**src/core/mirq_defines.vh**
```
// constants for the modem interrupt and lock-loss abort block
// assumes a single 10 MHz modem clock and a same-clock register port
// Behaviour
// - lock detector reports unlock: set unlock flag, status bit 15 at 0x24
// - unlock aborts any running assessment, receive or transmit operation
// - after that abort the sequencer returns straight to idle and waits
// - unlock drives the request pin only when mask bit 9 at 0x05 is set
// - while unlock flag is set, new operations abort at once; host clears first
// - an aborted operation sets no completion flag and raises no request
// - enabled event sets its flag and pulls the active-low request pin low
// - pin stays low until status read, or until a mask write disables every set flag; that read clears all flags except any set in the same cycle
`ifndef MIRQ_DEFINES_VH
`define MIRQ_DEFINES_VH

`define MIRQ_ADDR_W 6
`define MIRQ_DATA_W 16
`define MIRQ_ADDR_MASK 6'h05
`define MIRQ_ADDR_STATUS 6'h24
`define MIRQ_MASK_RESET 16'h0000
`define MIRQ_STATUS_RESET 16'h0000

// status bit positions
`define MIRQ_ST_PLL 15
`define MIRQ_ST_RX_DONE 3
`define MIRQ_ST_TX_DONE 2
`define MIRQ_ST_CCA_DONE 5
`define MIRQ_ST_CCA_BUSY 1

// mask bit positions
`define MIRQ_MK_PLL 9
`define MIRQ_MK_RX_DONE 3
`define MIRQ_MK_TX_DONE 2
`define MIRQ_MK_CCA_DONE 10

// operation codes
`define MIRQ_OP_CCA 2'h1
`define MIRQ_OP_RX 2'h2
`define MIRQ_OP_TX 2'h3
`define MIRQ_OP_NONE 2'h0

// read data after reset and for unmapped addresses
`define MIRQ_RDATA_IDLE 16'h0000

`endif

```
**src/core/mirq_sync.v**
```verilog
// three-stage synchroniser with agreement filter for the lock detector level
// assumes the input is asynchronous to clk_i
`timescale 1ns/1ps
module mirq_sync (
  input wire clk_i,
  input wire reset_n_i,
  input wire async_i,
  output reg level_o
);
  reg stage1;
  reg stage2;
  reg stage3;

  always @(posedge clk_i or negedge reset_n_i) begin
    if (!reset_n_i) begin
      stage1 <= 1'b0;
      stage2 <= 1'b0;
      stage3 <= 1'b0;
      level_o <= 1'b0;
    end else begin
      stage1 <= async_i;
      stage2 <= stage1;
      stage3 <= stage2;
      if (stage2 == stage3) begin
        level_o <= stage3;
      end
    end
  end
endmodule // mirq_sync

```
**src/core/mirq_ctrl.v**
```verilog
// modem interrupt flags, request pin and lock-loss abort of the sequencer
// assumes host register access on a same-clock read/write port
`timescale 1ns/1ps
`include "mirq_defines.vh"
module mirq_ctrl (
  input wire clk_i,
  input wire reset_n_i,
  input wire pll_unlock_i,
  input wire reg_wr_i,
  input wire reg_rd_i,
  input wire [`MIRQ_ADDR_W-1:0] reg_addr_i,
  input wire [`MIRQ_DATA_W-1:0] reg_wdata_i,
  input wire op_start_i,
  input wire [1:0] op_type_i,
  input wire op_done_i,
  input wire cca_busy_i,
  output reg [`MIRQ_DATA_W-1:0] reg_rdata_o,
  output reg irq_n_o,
  output reg seq_busy_o,
  output reg [1:0] seq_op_o,
  output reg seq_abort_o
);
  localparam ST_IDLE = 1'b0;
  localparam ST_RUN = 1'b1;

  reg [`MIRQ_DATA_W-1:0] event_mask_reg;
  reg [`MIRQ_DATA_W-1:0] event_status_reg;
  reg state;
  reg [1:0] cur_op;
  reg unlock_prev;
  wire unlock_lvl;

  reg [`MIRQ_DATA_W-1:0] next_status;
  reg [`MIRQ_DATA_W-1:0] set_vec;
  reg next_state;
  reg [1:0] next_op;
  reg next_abort;
  reg next_irq_n;

  wire status_rd;
  wire mask_rd;
  wire mask_wr;
  wire unlock_evt;
  wire unlock_held;
  wire unlock_block;
  wire op_idle;
  wire op_accepted;
  wire op_refused;
  wire op_lost;
  wire op_finished;
  wire [`MIRQ_DATA_W-1:0] irq_enable;
  reg next_busy;
  reg [`MIRQ_DATA_W-1:0] next_mask;
  reg [`MIRQ_DATA_W-1:0] next_rdata;

  // expands mask bits onto status bit positions
  function [`MIRQ_DATA_W-1:0] mask_to_status;
    input [`MIRQ_DATA_W-1:0] m;
    begin
      mask_to_status = {`MIRQ_DATA_W{1'b0}};
      mask_to_status[`MIRQ_ST_PLL] = m[`MIRQ_MK_PLL];
      mask_to_status[`MIRQ_ST_RX_DONE] = m[`MIRQ_MK_RX_DONE];
      mask_to_status[`MIRQ_ST_TX_DONE] = m[`MIRQ_MK_TX_DONE];
      mask_to_status[`MIRQ_ST_CCA_DONE] = m[`MIRQ_MK_CCA_DONE];
    end
  endfunction

  // address compare used by every register decode
  function hit;
    input [`MIRQ_ADDR_W-1:0] a;
    input [`MIRQ_ADDR_W-1:0] b;
    begin
      hit = (a == b);
    end
  endfunction

  // completion flags of one normally finished operation
  function [`MIRQ_DATA_W-1:0] done_flags;
    input [1:0] op;
    input busy;
    begin
      done_flags = {`MIRQ_DATA_W{1'b0}};
      case (op)
        `MIRQ_OP_CCA: begin
          done_flags[`MIRQ_ST_CCA_DONE] = 1'b1;
          done_flags[`MIRQ_ST_CCA_BUSY] = busy;
        end
        `MIRQ_OP_RX: begin
          done_flags[`MIRQ_ST_RX_DONE] = 1'b1;
        end
        `MIRQ_OP_TX: begin
          done_flags[`MIRQ_ST_TX_DONE] = 1'b1;
        end
        default: begin
          done_flags = {`MIRQ_DATA_W{1'b0}};
        end
      endcase
    end
  endfunction

  mirq_sync u_lock_sync (
    .clk_i(clk_i),
    .reset_n_i(reset_n_i),
    .async_i(pll_unlock_i),
    .level_o(unlock_lvl)
  );

  assign status_rd = reg_rd_i & hit(reg_addr_i, `MIRQ_ADDR_STATUS);
  assign mask_rd = reg_rd_i & hit(reg_addr_i, `MIRQ_ADDR_MASK);
  assign mask_wr = reg_wr_i & hit(reg_addr_i, `MIRQ_ADDR_MASK);
  assign unlock_evt = unlock_lvl & ~unlock_prev;
  assign unlock_held = event_status_reg[`MIRQ_ST_PLL];
  assign unlock_block = unlock_held | unlock_evt;
  assign irq_enable = mask_to_status(event_mask_reg);
  assign op_idle = (state == ST_IDLE);
  assign op_accepted = op_idle & op_start_i & ~unlock_block;
  assign op_refused = op_idle & op_start_i & unlock_block;
  assign op_lost = (state == ST_RUN) & unlock_evt;
  assign op_finished = (state == ST_RUN) & op_done_i & ~unlock_evt;

  // sequencer next state
  always @* begin
    next_state = state;
    next_op = cur_op;
    case (state)
      ST_IDLE: begin
        if (op_accepted) begin
          next_state = ST_RUN;
          next_op = op_type_i;
        end
      end
      ST_RUN: begin
        if (op_lost | op_finished) begin
          next_state = ST_IDLE;
        end
      end
      default: begin
        next_state = ST_IDLE;
      end
    endcase
    next_busy = (next_state == ST_RUN);
    next_abort = op_lost | op_refused;
  end

  // flags raised this cycle, completion flags only on an unaborted finish
  always @* begin
    set_vec = {`MIRQ_DATA_W{1'b0}};
    set_vec[`MIRQ_ST_PLL] = unlock_evt;
    if (op_finished) begin
      set_vec = set_vec | done_flags(cur_op, cca_busy_i);
    end
  end

  // read clears all, a same-cycle set survives
  always @* begin
    if (status_rd) begin
      next_status = set_vec;
    end else begin
      next_status = event_status_reg | set_vec;
    end
    next_irq_n = ~|(next_status & irq_enable);
  end

  // register port: mask write and read data select
  always @* begin
    next_mask = event_mask_reg;
    if (mask_wr) begin
      next_mask = reg_wdata_i;
    end
    next_rdata = reg_rdata_o;
    if (status_rd) begin
      next_rdata = event_status_reg;
    end else if (mask_rd) begin
      next_rdata = event_mask_reg;
    end else if (reg_rd_i) begin
      next_rdata = `MIRQ_RDATA_IDLE;
    end
  end

  // edge detector on the filtered lock level
  always @(posedge clk_i or negedge reset_n_i) begin
    if (!reset_n_i) begin
      unlock_prev <= 1'b0;
    end else begin
      unlock_prev <= unlock_lvl;
    end
  end

  // mask, status and read data registers
  always @(posedge clk_i or negedge reset_n_i) begin
    if (!reset_n_i) begin
      event_mask_reg <= `MIRQ_MASK_RESET;
      event_status_reg <= `MIRQ_STATUS_RESET;
      reg_rdata_o <= `MIRQ_RDATA_IDLE;
    end else begin
      event_mask_reg <= next_mask;
      event_status_reg <= next_status;
      reg_rdata_o <= next_rdata;
    end
  end

  // interrupt request pin
  always @(posedge clk_i or negedge reset_n_i) begin
    if (!reset_n_i) begin
      irq_n_o <= 1'b1;
    end else begin
      irq_n_o <= next_irq_n;
    end
  end

  // sequencer state and outputs
  always @(posedge clk_i or negedge reset_n_i) begin
    if (!reset_n_i) begin
      state <= ST_IDLE;
      cur_op <= `MIRQ_OP_NONE;
      seq_busy_o <= 1'b0;
      seq_op_o <= `MIRQ_OP_NONE;
      seq_abort_o <= 1'b0;
    end else begin
      state <= next_state;
      cur_op <= next_op;
      seq_busy_o <= next_busy;
      seq_op_o <= next_op;
      seq_abort_o <= next_abort;
    end
  end
endmodule // mirq_ctrl

```
**config.mk**
```make
export PLATFORM = sky130hd
export DESIGN_NAME = mirq_ctrl
export DESIGN_NICKNAME = d
export VERILOG_FILES = /design/src/core/mirq_sync.v /design/src/core/mirq_ctrl.v
export VERILOG_INCLUDE_DIRS = /design/src /design/src/core
export SDC_FILE = /design/constraint.sdc
export NUM_CORES = 1
export LEC_CHECK = 0
export BUFFER_PORTS_ARGS = -buffer_cell sky130_fd_sc_hd__buf_2
export CAP_MARGIN = 20
export CORE_ASPECT_RATIO = 0.8
export CORE_MARGIN = 4
export CORE_UTILIZATION = 50
export DETAILED_ROUTE_END_ITERATION = 8
export GPL_TIMING_DRIVEN = 0
export MAX_ROUTING_LAYER = met4
export PLACE_DENSITY = 0.77
export SYNTH_ARGS = -nofsm -noshare
export SYNTH_HDL_FRONTEND = slang
export SYNTH_SLANG_ARGS = --single-unit
```
**constraint.sdc**
```tcl
create_clock -name clk_i -period 1.67 [get_ports clk_i]
set_clock_uncertainty 0.1 [all_clocks]
set_input_delay 0.167 -clock clk_i [delete_from_list [all_inputs] [get_ports clk_i]]
set_output_delay 0.167 -clock clk_i [all_outputs]
set_load 0.05 [all_outputs]
```
# Word level (Yosys, flattened, before mapping)
# Index checks and enable logic that the tools add are counted.
# W data, S select, Z words.
[op_classes]
eq_ne = 6
mux = 18
reduce_logical = 4
bitwise = 20
[op_table]
columns = ["cell", "n"]
rows = [
  ["$mux W16", 5],
  ["$or A16 B16 Y16", 2],
  ["$and A16 B16 Y16", 1],
  ["$reduce_or A16 Y1", 1],
  ["$mux W1", 11],
  ["$and A1 B1 Y1", 10],
  ["$mux W10", 1],
  ["$eq A6 B3 Y1 const B", 1],
  ["$eq A6 B6 Y1 const B", 1],
  ["$eq A2 B2 Y1 const B", 2],
  ["$not A1 Y1", 4],
  ["$or A1 B1 Y1", 3],
  ["$reduce_bool A3 Y1", 1],
  ["$eq A2 B1 Y1 const B", 1],
  ["$pmux W1 S2", 1],
  ["$reduce_and A2 Y1", 1],
  ["$eq A1 B1 Y1", 1],
  ["$logic_not A1 Y1", 1],
]
[totals]
regBits = 58
inputBits = 32
wordCells = 60
output_inout_bits = 21

# Depth between registers and ports, before layout
[logic_depth]
depth_word = 12
ltp_mapped = 5
depth_no_buf = 3

# By module
# A second synthesis with hierarchy kept.
[unflattened]
hier_cells = 122
area_unflattened_um2 = 1868.0
[modules_own_cells]
columns = ["mod", "cells_each", "instances", "area_each_um2", "seq_area_each_um2"]
rows = [
  ["mirq_ctrl", 117, 1, 1756.7, 1077.3],
  ["mirq_sync", 5, 1, 111.4, 100.1],
]

# Worst setup path after synthesis
# No wires, ideal clock.
[synth_path]
path_type = "register -> register"
from = "reg cur_op[0]"
to = "reg irq_n_o"
path_stages_with_launch = 4
arrival_ps = 1495
n_path_buf = 0
setup_slack_ps = -30
synth_period_minus_slack_ps = 1700
t_required_ps = 1465
setup_time_ps = 105
cell_sequence = "dfrtp_1 > mux2_2 > a22o_1 > a222oi_1"
[synth_via]
elab_chain_len = 10
word_cells_on_any_way = 18
classes_between = "eq/ne: 3; mux: 10; bitwise: 3; reduce/logical: 2"
[synth_rtl]
columns = ["element", "line_no", "rtl"]
rows = [
  ["start: declaration", "mirq_ctrl.v:29", "reg [1:0] cur_op;"],
  ["start signal: assignment", "mirq_ctrl.v:215", "cur_op <= `MIRQ_OP_NONE;"],
  ["start signal: assignment", "mirq_ctrl.v:221", "cur_op <= next_op;"],
  ["$eq A2 B1 Y1 or $eq A2 B2 Y1 (tied branches)", "mirq_ctrl.v:83", "case (op)"],
  ["$mux W1", "mirq_ctrl.v:83", ""],
  ["$mux W1", "mirq_ctrl.v:149", "if (op_finished) begin"],
  ["$or A16 B16 Y16 *", "mirq_ctrl.v:150", "set_vec = set_vec | done_flags(cur_op, cca_busy_i);"],
  ["$mux W16 *", "mirq_ctrl.v:149", ""],
  ["$or A16 B16 Y16", "mirq_ctrl.v:159", "next_status = event_status_reg | set_vec;"],
  ["$mux W16 *", "mirq_ctrl.v:156", "if (status_rd) begin"],
  ["$and A16 B16 Y16 *", "mirq_ctrl.v:161", "next_irq_n = ~|(next_status & irq_enable);"],
  ["$reduce_or A16 Y1 *", "mirq_ctrl.v:161", ""],
  ["$logic_not A1 Y1 *", "mirq_ctrl.v:161", ""],
  ["net next_irq_n", "mirq_ctrl.v:38", "reg next_irq_n;"],
  ["end signal: assignment", "mirq_ctrl.v:207", "irq_n_o <= next_irq_n;"],
  ["end: declaration", "mirq_ctrl.v:18", "output reg irq_n_o,"],
]
# Mark *: on every way through the listed nets, which the timed path passes. The rest lies on a longest branch. The select of a mux whose other input is x is not followed.
# A chain may end at the register's enable or synchronous reset.

# Worst setup path after layout
# Ends and elaborated chain as after synthesis.

==> results.md <==
- Status: finished clean
- Initial DRT Pass Iterations: 4
- Hold Vio Cnt, Final: 0
- CTS Buf Count: 5
- Post-route DRC: 0
- Crit. End Element: flip-flop
- CTS tree: yes
- Max Freq: 665 MHz
- Mapped Area: 1870 um2
- Root Buffer: clkbuf_8
- First-pass GRT wire length: 6980 um
- Clock buffer depth: 2
- Post-synth top cells: 46 x dfrtp_1, 13 x a22o_1, 10 x mux2_4
- Ys async rst share: 100%
- Number of synthesized flops with an enable pin: 0
- Lkg Pwr: 1.26 nW
- Worst Max-Slew Pin Slew: 0.466 ns
- Clock slew seen by the registers of the worst setup and hold paths: 0.08 ns
- CTS Hold Bufs: 19
- Internal reg-to-reg setup slack: 0.17 ns
- Final min period: 1.50 ns
- P&R area growth vs syn: 34.4%
- Predominant post-synthesis flop cell: dfrtp_1
- ANT nets after route: 0
- Cell Area, Placed: 2180 um2
- # diodes: 0
- Power Total: 2.66 mW
- Cell count after synthesis: 122
- Critical path arrival: 1.59 ns
- Final core occ: 71.3%
- Setup bufs post-CTS: 0
- Yosys top cell by area: dfrtp_1
- Fin Setup TNS: 0 ns
- Final non-filler cell area: 2510 um2
- #FFs+latches synth: 47
- Worst VDD drop: 0.687 mV
- Final setup violation count: 0
- P per Cell Area: 1060 nW/um2
- Gr ovfl total: 0
- Skew-Pair Late Insertion Delay: 0.30 ns
- Avg WL per Cell: 16.6 um
- RSZ-0062 raised after global routing: no
- Rows: 19
- Share of cells above drive strength 1: 43.6%
- Via density: 5.50
- Nets: 233
- Core area: 3520 um2
- Length in cells of the worst reg-to-reg path: 3
- Width of the die: 76.3 um
- Routed vias: 1,341
- Most frequent cell after synthesis: dfrtp_1
- Max Slew Vio Count: 0
- Slew Limit Headroom: 69.0%
- Share of the synthesized area in the top cell type: 61.7%
- CTS sink count: 47
- Avg Cell Area, Syn: 15.3 um2
- IO Port Bufs: 52
- Startpoint types: flip-flop
- DR iter-0 viols: 28
- Worst hold path type: in2reg
- Final Cycle Share: 90.1%
- Initial antenna violation count: 0
- Routability Congestion: 0.856
- Vert. Die Dim: 62.7 um
- Unique cell type count in the Yosys netlist: 27
- Largest driver fanout on the critical path: 6
- Wirelength, routed: 4060 um
- Seq/Total Area, Yosys: 63.1%
- CP Data Required Time: 1.75 ns
- Hold path cells: 2
- Number of global-route vias before repair: 1,463
- Worst setup path class: reg2reg
- Die ar.: 4780 um2
- Htree depth: 2
- Post-CTS Resized: 0
- Gr usage total: 18.8%
- Num ports: 53
- Syn Nets: 154
- Synth warn: 0
- Post-DP HPWL: 2820 um
- Pin count of the biggest net entering global routing: 48
- Initial Utilization: 53.1%
- Max cap viols: 0
- Ranking of synthesized cells by area: dfrtp_1 62%, mux2_4 8.0%, a22o_1 6.1%
final cells by class:
type	count	area, um2
sequential	47	1180
fill	257	1010
multi-input combinational	69	642
timing repair buffer	72	470
clock buffer	6	82.6
tap	42	52.6
buffer	4	40.0
clock inverter	2	35.0
inverter	2	7.51
worst max-delay path: stages (launching register included):
cell	delay [ns]
dfrtp_2	0.41
mux2_2	0.34
a22o_1	0.19
a222oi_1	0.35
logic make-up after synthesis:
group | count (synthesis) | share of synthesized area, %
DFF | 47 | 63.1
muxes | 19 | 13.5
adders and majority gates | 1 | 0.536
buffers and inverters | 6 | 2.55
and+or+nand+nor | 17 | 6.03
AOI/OAI and AO/OA | 32 | 14.3
power breakdown:
group | internal, mW | switching [mW] | total (mW)
logic | 0.213 | 0.243 | 0.455
registers | 1.26 | 0.100 | 1.36
clock network | 0.484 | 0.364 | 0.848
total | 1.96 | 0.707 | 2.66
path summary, 6_finish.rpt:
path	endpoint	start
max	irq_n_o	cur_op[0]
min	event_mask_reg[3]	reg_wdata_i[3]
max reg2reg	irq_n_o	cur_op[0]
min reg2reg	u_lock_sync.stage2	u_lock_sync.stage1
max in group asynchronous	cur_op[0]	reset_n_i
min in group asynchronous	event_mask_reg[1]	reset_n_i
routing by layer:
metal / GRT usage, % / wire length, um / vias to the layer above
met5: - / 0 / -
met1: 22.9 / 1760 / 675
met3: 5.19 / 215 / 2
li1: - / - / 620
met2: 30.8 / 2070 / 44
met4: 5.43 / 21 / 0
stage by stage:
step / std cells / worst slack, ns / hold slack [ns]
final: 244 / 0.165 / 0.0103
after global placement: 216 / 0.0140 / 0.175
after floorplan: 122 / 0.123 / -0.229
after detailed placement: 216 / -0.0158 / 0.177
after global routing: 244 / 0.0899 / 0.00686
after CTS: 243 / 0.167 / 0.000453
layout by cell type (no fill, tap or decap), types with 3 or more instances in the layout:
cell	instances
buf_2	53
dfrtp_1	45
dlygate4sd3_1	19
a22o_1	13
mux2_4	10
mux2_2	9
a22oi_1	7
clkbuf_8	6
o2bb2ai_1	5
nor2b_1	3
a32o_1	3
nand2_1	3
No activity file was read; power rests on OpenSTA's default activity.
